==> config.mk <==
export PLATFORM = sky130hd
export DESIGN_NAME = pwl_top
export DESIGN_NICKNAME = d
export VERILOG_FILES = /design/src/hdl/pwl_pkg.sv /design/src/hdl/pwl_duty_if.sv /design/src/hdl/pwl_pwm_chan.sv /design/src/hdl/pwl_top.sv
export VERILOG_INCLUDE_DIRS = /design/src /design/src/hdl
export SDC_FILE = /design/constraint.sdc
export NUM_CORES = 1
export LEC_CHECK = 0
export BUFFER_PORTS_ARGS = -buffer_cell sky130_fd_sc_hd__buf_2
export CAP_MARGIN = 20
export CORE_ASPECT_RATIO = 1.75
export CORE_MARGIN = 2
export CORE_UTILIZATION = 50
export CTS_BUF_LIST = sky130_fd_sc_hd__clkbuf_8
export DETAILED_ROUTE_END_ITERATION = 8
export GPL_TIMING_DRIVEN = 0
export PLACE_DENSITY = 0.76
export SLEW_MARGIN = 20
export SYNTH_ARGS = -nofsm -noshare
export SYNTH_HDL_FRONTEND = slang
export SYNTH_SLANG_ARGS = --single-unit
export TNS_END_PERCENT = 5
==> constraint.sdc <==
create_clock -name ref_clk_in -period 7.2 [get_ports ref_clk_in]
set_clock_uncertainty 0.1 [all_clocks]
set_input_delay 0.36 -clock ref_clk_in [delete_from_list [all_inputs] [get_ports ref_clk_in]]
set_output_delay 0.36 -clock ref_clk_in [all_outputs]
set_load 0.02 [all_outputs]
==> src/hdl/pwl_regs.svh <==
`ifndef PWL_REGS_SVH
`define PWL_REGS_SVH

// Register offsets, byte addresses on the plain port
`define PWL_ADDR_FUNC0     8'h00
`define PWL_ADDR_FUNC1     8'h04
`define PWL_ADDR_HOLD      8'h08
`define PWL_ADDR_DISP      8'h0c
`define PWL_ADDR_SRC       8'h10
`define PWL_ADDR_DUTY0     8'h14
`define PWL_ADDR_DUTY1     8'h18
`define PWL_ADDR_STATUS    8'h1c

// Reset values
`define PWL_FUNC0_RST      2'h1
`define PWL_FUNC1_RST      2'h0
`define PWL_HOLD_RST       8'hff
`define PWL_DISP_RST       8'h28
`define PWL_SRC_RST        16'h0000
`define PWL_DUTY_RST       10'h000

// Status bit positions
`define PWL_ST_PASS0       0
`define PWL_ST_PASS1       1
`define PWL_ST_HOLD        2
`define PWL_ST_LIVE        3

// Timing
`define PWL_CLK_NS         40
`define PWL_PERIOD_NS      64000
`define PWL_TICK_MS        100
`define PWL_NS_PER_MS      1000000
`define PWL_DISP_FOREVER   8'hff

// Duty scaling
`define PWL_DUTY_FULL      10'h3ff
`define PWL_DUTY_MUL       5'h19
`define PWL_DUTY_SH        4
`define PWL_STR_STEPS      11'h1bd
`define PWL_STR_BASE       11'h06b
`define PWL_STR_MIN        11'h005
`define PWL_STR_DB_MUL     8'hf2
`define PWL_STR_DB_SH      5
`define PWL_STR_LOW_SH     2
`define PWL_STR_MUL        7'h73
`define PWL_STR_SH         5

`endif

==> src/hdl/pwl_pkg.sv <==
package pwl_pkg;
  // Function select of a pulse output
  typedef enum logic [1:0] {PWL_FN_OFF, PWL_FN_STRENGTH, PWL_FN_DUTY} pwl_fn_e;
  // Compare threshold handed to a channel
  typedef struct packed {
    logic        full;
    logic [10:0] thresh;
  } pwl_cmp_s;
endpackage

==> src/hdl/pwl_duty_if.sv <==
`timescale 1ns/1ps
interface pwl_duty_if;
  import pwl_pkg::*;
  pwl_cmp_s cmp;
  logic     pwm;
  modport ctl  (output cmp, input pwm);
  modport chan (input cmp, output pwm);
endinterface

==> src/hdl/pwl_pwm_chan.sv <==
`timescale 1ns/1ps
module pwl_pwm_chan
  import pwl_pkg::*;
(
  input  wire logic        ref_clk_in,  // System clock
  input  wire logic        rst_in,      // Sync reset, high
  input  wire logic [10:0] period_in,   // Free-running period count
  pwl_duty_if.chan         dif          // Threshold in, pulse out
);
  logic pwm_r;
  logic pwm_nxt;

  // High while count below threshold, or always at full scale
  always_comb begin
    pwm_nxt = dif.cmp.full | (period_in < dif.cmp.thresh);
  end

  always_ff @(posedge ref_clk_in) begin
    if (rst_in) begin
      pwm_r <= 1'b0;
    end else begin
      pwm_r <= pwm_nxt;
    end
  end

  assign dif.pwm = pwm_r;
endmodule

==> src/hdl/pwl_top.sv <==
// The address-and-strobe port and the placing of the registers were left to the implementer.
`timescale 1ns/1ps
`include "pwl_regs.svh"
module pwl_top
  import pwl_pkg::*;
#(
  parameter int TICK_CYCLES = (`PWL_TICK_MS * `PWL_NS_PER_MS) / `PWL_CLK_NS
)(
  input  wire logic              ref_clk_in,         // System clock, 25 MHz
  input  wire logic              rst_in,             // Sync reset, high
  input  wire logic [7:0]        reg_addr_in,        // Register byte address
  input  wire logic [15:0]       reg_wdata_in,       // Write data
  input  wire logic              reg_wr_in,          // Write strobe
  input  wire logic              reg_rd_in,          // Read strobe
  output logic [15:0]            reg_rdata_out,      // Read data, next cycle
  input  wire logic              rx_pkt_in,          // Any radio packet received
  input  wire logic signed [7:0] rx_margin_in,       // Packet dB above sensitivity
  input  wire logic              io_pkt_in,          // Valid I/O sample packet
  input  wire logic [15:0]       io_src_addr_in,     // Sender of the I/O packet
  input  wire logic              analog_in_0_vld_in, // Packet holds analog 0
  input  wire logic [9:0]        analog_in_0_in,     // Remote analog 0 sample
  input  wire logic              analog_in_1_vld_in, // Packet holds analog 1
  input  wire logic [9:0]        analog_in_1_in,     // Remote analog 1 sample
  output logic                   pulse_out_0_out,    // Pulse output 0
  output logic                   pulse_out_1_out     // Pulse output 1
);
  // One output period in clocks, and width of the 100 ms prescaler
  localparam int PERIOD_CYCLES = `PWL_PERIOD_NS / `PWL_CLK_NS;
  localparam int TICK_W        = $clog2(TICK_CYCLES + 1);

  // Strength level out of 445 steps from packet margin
  function automatic logic [10:0] strength_steps(input logic signed [7:0] m);
    logic signed [15:0] lo;
    logic [15:0]        hi;
    lo = 16'($signed(`PWL_STR_BASE)) + (16'(m) <<< `PWL_STR_LOW_SH);
    hi = 16'($unsigned(m)) * 16'(`PWL_STR_DB_MUL);
    hi = 16'(`PWL_STR_BASE) + (hi >> `PWL_STR_DB_SH);
    if (m <= 0) begin
      strength_steps = (lo < 16'($signed(`PWL_STR_MIN))) ? `PWL_STR_MIN : lo[10:0];
    end else if (hi >= 16'(`PWL_STR_STEPS)) begin
      strength_steps = `PWL_STR_STEPS;
    end else begin
      strength_steps = hi[10:0];
    end
  endfunction

  // Compare threshold in clock cycles for one output
  function automatic pwl_cmp_s to_cmp(input pwl_fn_e fn, input logic [9:0] lvl,
                                      input logic [10:0] steps);
    logic [17:0] prod;
    to_cmp = '{full: 1'b0, thresh: 11'h000};
    prod   = 18'h0_0000;
    unique case (fn)
      PWL_FN_OFF: begin
        to_cmp.thresh = 11'h000;
      end
      PWL_FN_STRENGTH: begin
        prod = 18'(steps) * 18'(`PWL_STR_MUL);
        to_cmp.full   = (steps >= `PWL_STR_STEPS);
        to_cmp.thresh = 11'(prod >> `PWL_STR_SH);
      end
      PWL_FN_DUTY: begin
        prod = 18'(lvl) * 18'(`PWL_DUTY_MUL);
        to_cmp.full   = (lvl == `PWL_DUTY_FULL);
        to_cmp.thresh = 11'(prod >> `PWL_DUTY_SH);
      end
      default: begin
        to_cmp.thresh = 11'h000;
      end
    endcase
  endfunction

  // Register file state
  pwl_fn_e     func0_r, func0_nxt;
  pwl_fn_e     func1_r, func1_nxt;
  logic [7:0]  hold_r, hold_nxt;
  logic [7:0]  disp_r, disp_nxt;
  logic [15:0] src_r, src_nxt;
  logic [9:0]  duty0_r, duty0_nxt;
  logic [9:0]  duty1_r, duty1_nxt;
  logic [1:0]  pass_r, pass_nxt;
  logic [15:0] rdata_r, rdata_nxt;

  // Timer state
  logic [TICK_W-1:0] tick_cnt_r, tick_cnt_nxt;
  logic              tick;
  logic [7:0]        hold_cnt_r, hold_cnt_nxt;
  logic              hold_run_r, hold_run_nxt;
  logic              hold_expire;
  logic [7:0]        disp_cnt_r, disp_cnt_nxt;
  logic              live_r, live_nxt;
  logic [10:0]       steps_r, steps_nxt;
  logic [10:0]       period_r, period_nxt;

  // Line passing qualifiers
  logic       io_match;
  logic [1:0] pass_hit;
  logic       pass_start;

  // Samples count only from the set source and only in duty mode
  assign io_match    = io_pkt_in && (io_src_addr_in == src_r);
  assign pass_hit[0] = io_match && analog_in_0_vld_in && (func0_r == PWL_FN_DUTY);
  assign pass_hit[1] = io_match && analog_in_1_vld_in && (func1_r == PWL_FN_DUTY);
  assign pass_start  = (pass_hit[0] && (analog_in_0_in != 10'h000)) ||
                       (pass_hit[1] && (analog_in_1_in != 10'h000));

  // Register writes, line passing and reads
  always_comb begin
    func0_nxt = func0_r;
    func1_nxt = func1_r;
    hold_nxt  = hold_r;
    disp_nxt  = disp_r;
    src_nxt   = src_r;
    duty0_nxt = duty0_r;
    duty1_nxt = duty1_r;
    pass_nxt  = pass_r;
    rdata_nxt = 16'h0000;
    if (reg_wr_in) begin
      unique case (reg_addr_in)
        `PWL_ADDR_FUNC0: begin
          if (reg_wdata_in[1:0] <= 2'(PWL_FN_DUTY)) begin
            func0_nxt = pwl_fn_e'(reg_wdata_in[1:0]);
          end
        end
        `PWL_ADDR_FUNC1: begin
          if (reg_wdata_in[1:0] <= 2'(PWL_FN_DUTY)) begin
            func1_nxt = pwl_fn_e'(reg_wdata_in[1:0]);
          end
        end
        `PWL_ADDR_HOLD: begin
          hold_nxt = reg_wdata_in[7:0];
        end
        `PWL_ADDR_DISP: begin
          disp_nxt = reg_wdata_in[7:0];
        end
        `PWL_ADDR_SRC: begin
          src_nxt = reg_wdata_in;
        end
        `PWL_ADDR_DUTY0: begin
          duty0_nxt = reg_wdata_in[9:0];
          pass_nxt[0] = 1'b0;
        end
        `PWL_ADDR_DUTY1: begin
          duty1_nxt = reg_wdata_in[9:0];
          pass_nxt[1] = 1'b0;
        end
        default: begin
          src_nxt = src_r;
        end
      endcase
    end
    // Hold expiry zeroes only levels set by line passing
    if (hold_expire) begin
      if (pass_r[0]) begin
        duty0_nxt = 10'h000;
      end
      if (pass_r[1]) begin
        duty1_nxt = 10'h000;
      end
      pass_nxt = 2'b00;
    end
    // Passed samples win over a write or expiry in the same cycle
    if (pass_hit[0]) begin
      duty0_nxt   = analog_in_0_in;
      pass_nxt[0] = (analog_in_0_in != 10'h000);
    end
    if (pass_hit[1]) begin
      duty1_nxt   = analog_in_1_in;
      pass_nxt[1] = (analog_in_1_in != 10'h000);
    end
    // Read data stays zero unless a read strobe was taken
    if (reg_rd_in) begin
      unique case (reg_addr_in)
        `PWL_ADDR_FUNC0:  rdata_nxt = {14'h0000, 2'(func0_r)};
        `PWL_ADDR_FUNC1:  rdata_nxt = {14'h0000, 2'(func1_r)};
        `PWL_ADDR_HOLD:   rdata_nxt = {8'h00, hold_r};
        `PWL_ADDR_DISP:   rdata_nxt = {8'h00, disp_r};
        `PWL_ADDR_SRC:    rdata_nxt = src_r;
        `PWL_ADDR_DUTY0:  rdata_nxt = {6'h00, duty0_r};
        `PWL_ADDR_DUTY1:  rdata_nxt = {6'h00, duty1_r};
        `PWL_ADDR_STATUS: begin
          rdata_nxt[`PWL_ST_PASS0] = pass_r[0];
          rdata_nxt[`PWL_ST_PASS1] = pass_r[1];
          rdata_nxt[`PWL_ST_HOLD]  = hold_run_r;
          rdata_nxt[`PWL_ST_LIVE]  = live_r;
        end
        default: rdata_nxt = 16'h0000;
      endcase
    end
  end

  // Register file flops
  always_ff @(posedge ref_clk_in) begin
    if (rst_in) begin
      func0_r <= pwl_fn_e'(`PWL_FUNC0_RST);
      func1_r <= pwl_fn_e'(`PWL_FUNC1_RST);
      hold_r  <= `PWL_HOLD_RST;
      disp_r  <= `PWL_DISP_RST;
      src_r   <= `PWL_SRC_RST;
      duty0_r <= `PWL_DUTY_RST;
      duty1_r <= `PWL_DUTY_RST;
      pass_r  <= 2'b00;
      rdata_r <= 16'h0000;
    end else begin
      func0_r <= func0_nxt;
      func1_r <= func1_nxt;
      hold_r  <= hold_nxt;
      disp_r  <= disp_nxt;
      src_r   <= src_nxt;
      duty0_r <= duty0_nxt;
      duty1_r <= duty1_nxt;
      pass_r  <= pass_nxt;
      rdata_r <= rdata_nxt;
    end
  end

  assign reg_rdata_out = rdata_r;

  // Tick, hold timer, display timer and period counter
  always_comb begin
    tick         = (tick_cnt_r == TICK_W'(TICK_CYCLES - 1));
    tick_cnt_nxt = tick ? '0 : tick_cnt_r + TICK_W'(1);
    period_nxt   = (period_r == 11'(PERIOD_CYCLES - 1)) ? 11'h000
                                                        : period_r + 11'h001;
    hold_cnt_nxt = hold_cnt_r;
    hold_run_nxt = hold_run_r;
    hold_expire  = 1'b0;
    if (hold_run_r && tick) begin
      if (hold_cnt_r <= 8'h01) begin
        hold_expire  = 1'b1;
        hold_run_nxt = 1'b0;
      end else begin
        hold_cnt_nxt = hold_cnt_r - 8'h01;
      end
    end
    // New pass, or a matching I/O packet while the timer runs, reloads the timer
    // Reload beats a same-cycle expiry so a late packet keeps the level
    if ((pass_start || (io_match && hold_run_r)) && (hold_r != 8'h00)) begin
      hold_cnt_nxt = hold_r;
      hold_run_nxt = 1'b1;
      hold_expire  = 1'b0;
    end
    // Display timer; a new packet reloads it and wins over expiry
    disp_cnt_nxt = disp_cnt_r;
    live_nxt     = live_r;
    steps_nxt    = steps_r;
    if (live_r && tick && (disp_r != `PWL_DISP_FOREVER)) begin
      if (disp_cnt_r <= 8'h01) begin
        live_nxt = 1'b0;
      end else begin
        disp_cnt_nxt = disp_cnt_r - 8'h01;
      end
    end
    if (rx_pkt_in) begin
      steps_nxt    = strength_steps(rx_margin_in);
      disp_cnt_nxt = disp_r;
      live_nxt     = (disp_r != 8'h00);
    end
  end

  // Timer and period counter flops
  always_ff @(posedge ref_clk_in) begin
    if (rst_in) begin
      tick_cnt_r <= '0;
      period_r   <= 11'h000;
      hold_cnt_r <= 8'h00;
      hold_run_r <= 1'b0;
      disp_cnt_r <= 8'h00;
      live_r     <= 1'b0;
      steps_r    <= 11'h000;
    end else begin
      tick_cnt_r <= tick_cnt_nxt;
      period_r   <= period_nxt;
      hold_cnt_r <= hold_cnt_nxt;
      hold_run_r <= hold_run_nxt;
      disp_cnt_r <= disp_cnt_nxt;
      live_r     <= live_nxt;
      steps_r    <= steps_nxt;
    end
  end

  // Two compare channels
  pwl_duty_if dif [2] ();
  logic [1:0] pulse;

  // Strength threshold drops to zero once the display is not live
  assign dif[0].cmp = to_cmp(func0_r, duty0_r, live_r ? steps_r : 11'h000);
  assign dif[1].cmp = to_cmp(func1_r, duty1_r, live_r ? steps_r : 11'h000);

  // Both channels share one period count, so their edges stay aligned
  for (genvar i = 0; i < 2; i++) begin : g_chan
    pwl_pwm_chan u_chan (
      .ref_clk_in (ref_clk_in),
      .rst_in     (rst_in),
      .period_in  (period_r),
      .dif        (dif[i])
    );
    assign pulse[i] = dif[i].pwm;
  end

  assign pulse_out_0_out = pulse[0];
  assign pulse_out_1_out = pulse[1];
endmodule

==> results.ini <==
[run_status]
status = complete, no violations

[synthesis]
synth-edff-count = 0
ys_types = 83
synth_fp_nets = 1751
syn_area_per_cell_um2 = 8.53
synthSimpleGateAreaFrac_pct = 18.0
synth.ff_latch_count = 138
synth_flop_cell = dfxtp_1
yosys.area_share.adder_pct = 27.4
seq_area_frac_synth_pct = 22.6
synth_top_family_by_area = adder cells
syn_inst = 1435
async_flop_share_pct = 0
netlist_area_um2 = 12200
ys_warn_count = 0
synth_compound_area_share_pct = 14.1
synthMuxAreaShare_pct = 4.99
synth_xor_area_share_pct = 7.28

[power_and_ir_drop]
p_comb_share_pct = 42.4
power_density_nw_per_um2 = 193
seqPwrFrac_pct = 30.3
p_clk_share_pct = 27.3
p_leak_nw = 6.47
switching_share_pct = 38.3
power_switching_mw = 1.00
internal_power_mw = 1.62
irDropWorstVdd_mv = 0.214

[routing]
wl_per_cell_um = 17.9
drc_errors = 0
wl_um = 33500
postRouteAntennaNets = 0
drtIter0Drc = 755
vias = 10900
first_pass_iters = 7
routed_via_density = 5.82

[timing]
period_minus_slack_ns = 6.57
setup_viol_count_final = 0
finalCritPeriodShare_pct = 91.3
timing.setup.tns_ns = 0
clock.fmax_ghz = 0.152
worstMarginPinSlew_ns = 1.12
relSlewSlack_pct = 24.2
hold_violations = 0
finalMaxSlewViolations = 0
rsz0062_at_grt = false

[placement]
dpl.hpwl_um = 27100
place_inst = 1834
place_congestion = 0.948
port-buffer-count = 91
postPlaceCellArea_um2 = 13100

[clocking]
post_cts_resized = 0
cts_hold_buf = 6
clk_pin_slew_ns = 0.10
h-tree-depth = 4
clk-insertion-delay-late_ns = 0.48
cts_buffer_depth = 2
cts_tree = yes
cts_setup_buffers = 0
cts_buffers = 17
numClockSinks = 138
cts-root-buf = clkbuf_8

[global_routing]
met3_usage_pct = 3.86
grt_max_degree = 17
met1_usage_pct = 26.8
grt_use_met2_pct = 48.3
grt_pass1_vias = 10900
busiest_layer = met2
antenna_found_initial = 2
grtUsageTotal_pct = 26.2
grt_pass1_wl_um = 53000
grt_overflow = 0

[setup_path]
timing.rr.start = live_r
cp_slowest_cell = fa_1
cp_cell_sequence = clkbuf_1 > and2_1 > inv_1 > fa_1 > inv_1 > fa_1 > ha_1 > fa_1 > ha_1 > o21a_1 > o31a_1 > o21ai_0 > o21bai_1 > xor2_1 > a22oi_1 > or2_2 > ha_1 > nor2b_1 > o21ai_0 > nand2b_1 > a21oi_1 > o21ai_0 > o41ai_1
crit_type = register to register
cp.required_ns = 7.45
r2r_end = g_chan[0].u_chan.dif.pwm
start_kind = register
crit_arrival_ns = 6.82
reg2reg_depth = 23
reg2reg_slack_ns = 0.63
max_stage_delay_ns = 0.55
cp_max_fo = 10
endpoint_kind = register

[cells_and_area]
utilization_pct = 56.6
nets = 1867
final_cell_mix = 194 x ha_1, 149 x nand2_1, 147 x inv_1
stdcell_area_um2 = 13600
final_layout_size_suffix_gt1_share_pct = 10.1
instances_no_fill = 1874
final_common_cell = ha_1
area_growth_syn_to_layout_pct = 11.0

[floorplan]
die_h_um = 211
die-area_um2 = 25800
initial_core_util_pct = 51.0
num_rows = 75
die_w_um = 122
io_pins = 94
coreArea_um2 = 24000

[hold_path]
hold_start = analog_in_1_in[2]
hold_depth = 3
hp-class = input port to register
holdPathEnd = duty1_r[2]

[job]
max-cap-violations = 0

[sequential cells by signal, indices dropped and copies added, names as in the netlist, 8 cells and up]
signal and cells:
hold_r 8, src_r 16, steps_r 11, hold_cnt_r 8
disp_r 8, duty1_r 10, period_r 11, reg_rdata_out 16
disp_cnt_r 8, tick_cnt_r 22, duty0_r 10
[synth_stat cells (3+ instances only)]
cell type / number / area, µm²
a21oi_1: 63 / 315
a21boi_0: 4 / 30.0
xor2_1: 43 / 377
nor3b_1: 4 / 30.0
nor4b_1: 4 / 35.0
nor2_1: 114 / 428
inv_1: 147 / 552
nand4_1: 21 / 131
nand2b_1: 11 / 68.8
fa_1: 46 / 921
nor4_1: 9 / 56.3
a311oi_1: 4 / 35.0
and3_1: 12 / 75.1
o21a_1: 5 / 37.5
a21o_1: 10 / 75.1
mux2i_1: 46 / 460
o211ai_1: 8 / 60.1
a22oi_1: 21 / 158
nand3_1: 32 / 160
o21ai_1: 4 / 20.0
or4_1: 9 / 67.6
o22ai_1: 3 / 18.8
a211o_1: 3 / 26.3
ha_1: 194 / 2430
dfxtp_1: 138 / 2760
and2_1: 16 / 100
o21ai_0: 54 / 270
nor3_1: 29 / 145
clkbuf_1: 31 / 116
nand2_1: 149 / 559
o31a_1: 3 / 26.3
a221oi_1: 7 / 61.3
mux2_2: 8 / 90.1
o211a_1: 3 / 30.0
buf_1: 3 / 11.3
or2_2: 8 / 50.1
a211oi_1: 19 / 143
a31oi_1: 13 / 81.3
or3_1: 12 / 75.1
nor2b_1: 16 / 100
xnor2_1: 56 / 490
[power by group through the flow]
stage	registers (mW)	clock network, mW	logic, mW
6_report	0.795	0.717	1.11
5_1_grt	0.797	0.747	1.23
4_1_cts	0.794	0.721	1.11
3_5_place_dp	0.812	0	1.10
3_3_place_gp	0.812	0	1.07
2_1_floorplan	0.811	0	0.834
[critical path: cells and delay by family, from the launching register on]
kind	cells	cell delay (ns)
adders and majority gates	6	2.41
AOI/OAI and AO/OA	9	1.71
and+or+nand+nor	4	0.79
buffers and inverters	3	0.54
DFF	1	0.46
xor gates and xnor gates	1	0.44
[cell families after synthesis]
logic type                 after synthesis
adders and majority gates              240
muxes                                   57
xor gates and xnor gates               100
AOI/OAI and AO/OA                      257
buffers and inverters                  184
DFF                                    138
and+or+nand+nor                        459
[cell type report]
class                      count  area [µm²]
multi-input combinational   1113        8780
timing repair buffer          97         515
inverter                     148         556
clock inverter                13         179
tap                          308         385
antenna                        2        5.00
clock buffer                  19         262
fill                        2201       10400
sequential                   138        2760
buffer                        36         144
[per-layer routing]
layer  share of wire, %  vias to the layer above
li1                   -                     5236
met3                5.2                      146
met1                 36                     5142
met2                 52                      376
met5              0.039                        -
met4                6.7                        2
[worst max path at each step]
stage | from | to | slack [ns] | depth (start not counted)
finish | live_r | g_chan[0].u_chan.dif.pwm | 0.63 | 23
global route | live_r | g_chan[0].u_chan.dif.pwm | 0.24 | 23
CTS | live_r | g_chan[0].u_chan.dif.pwm | 0.60 | 23
detailed placement | live_r | g_chan[0].u_chan.dif.pwm | 0.60 | 23
global placement | live_r | g_chan[0].u_chan.dif.pwm | 0.75 | 23
floorplan | live_r | g_chan[1].u_chan.dif.pwm | 1.70 | 23
[metrics by stage]
step,total power [mW],hold WS (ns),setup slack [ns]
6_report,2.62,0.0119,0.627
5_1_grt,2.78,0.0190,0.240
4_1_cts,2.62,0.00104,0.596
3_5_place_dp,1.91,0.375,0.601
3_3_place_gp,1.88,0.365,0.751
2_1_floorplan,1.65,0.350,1.70
Power figures use the tool's default switching activity.
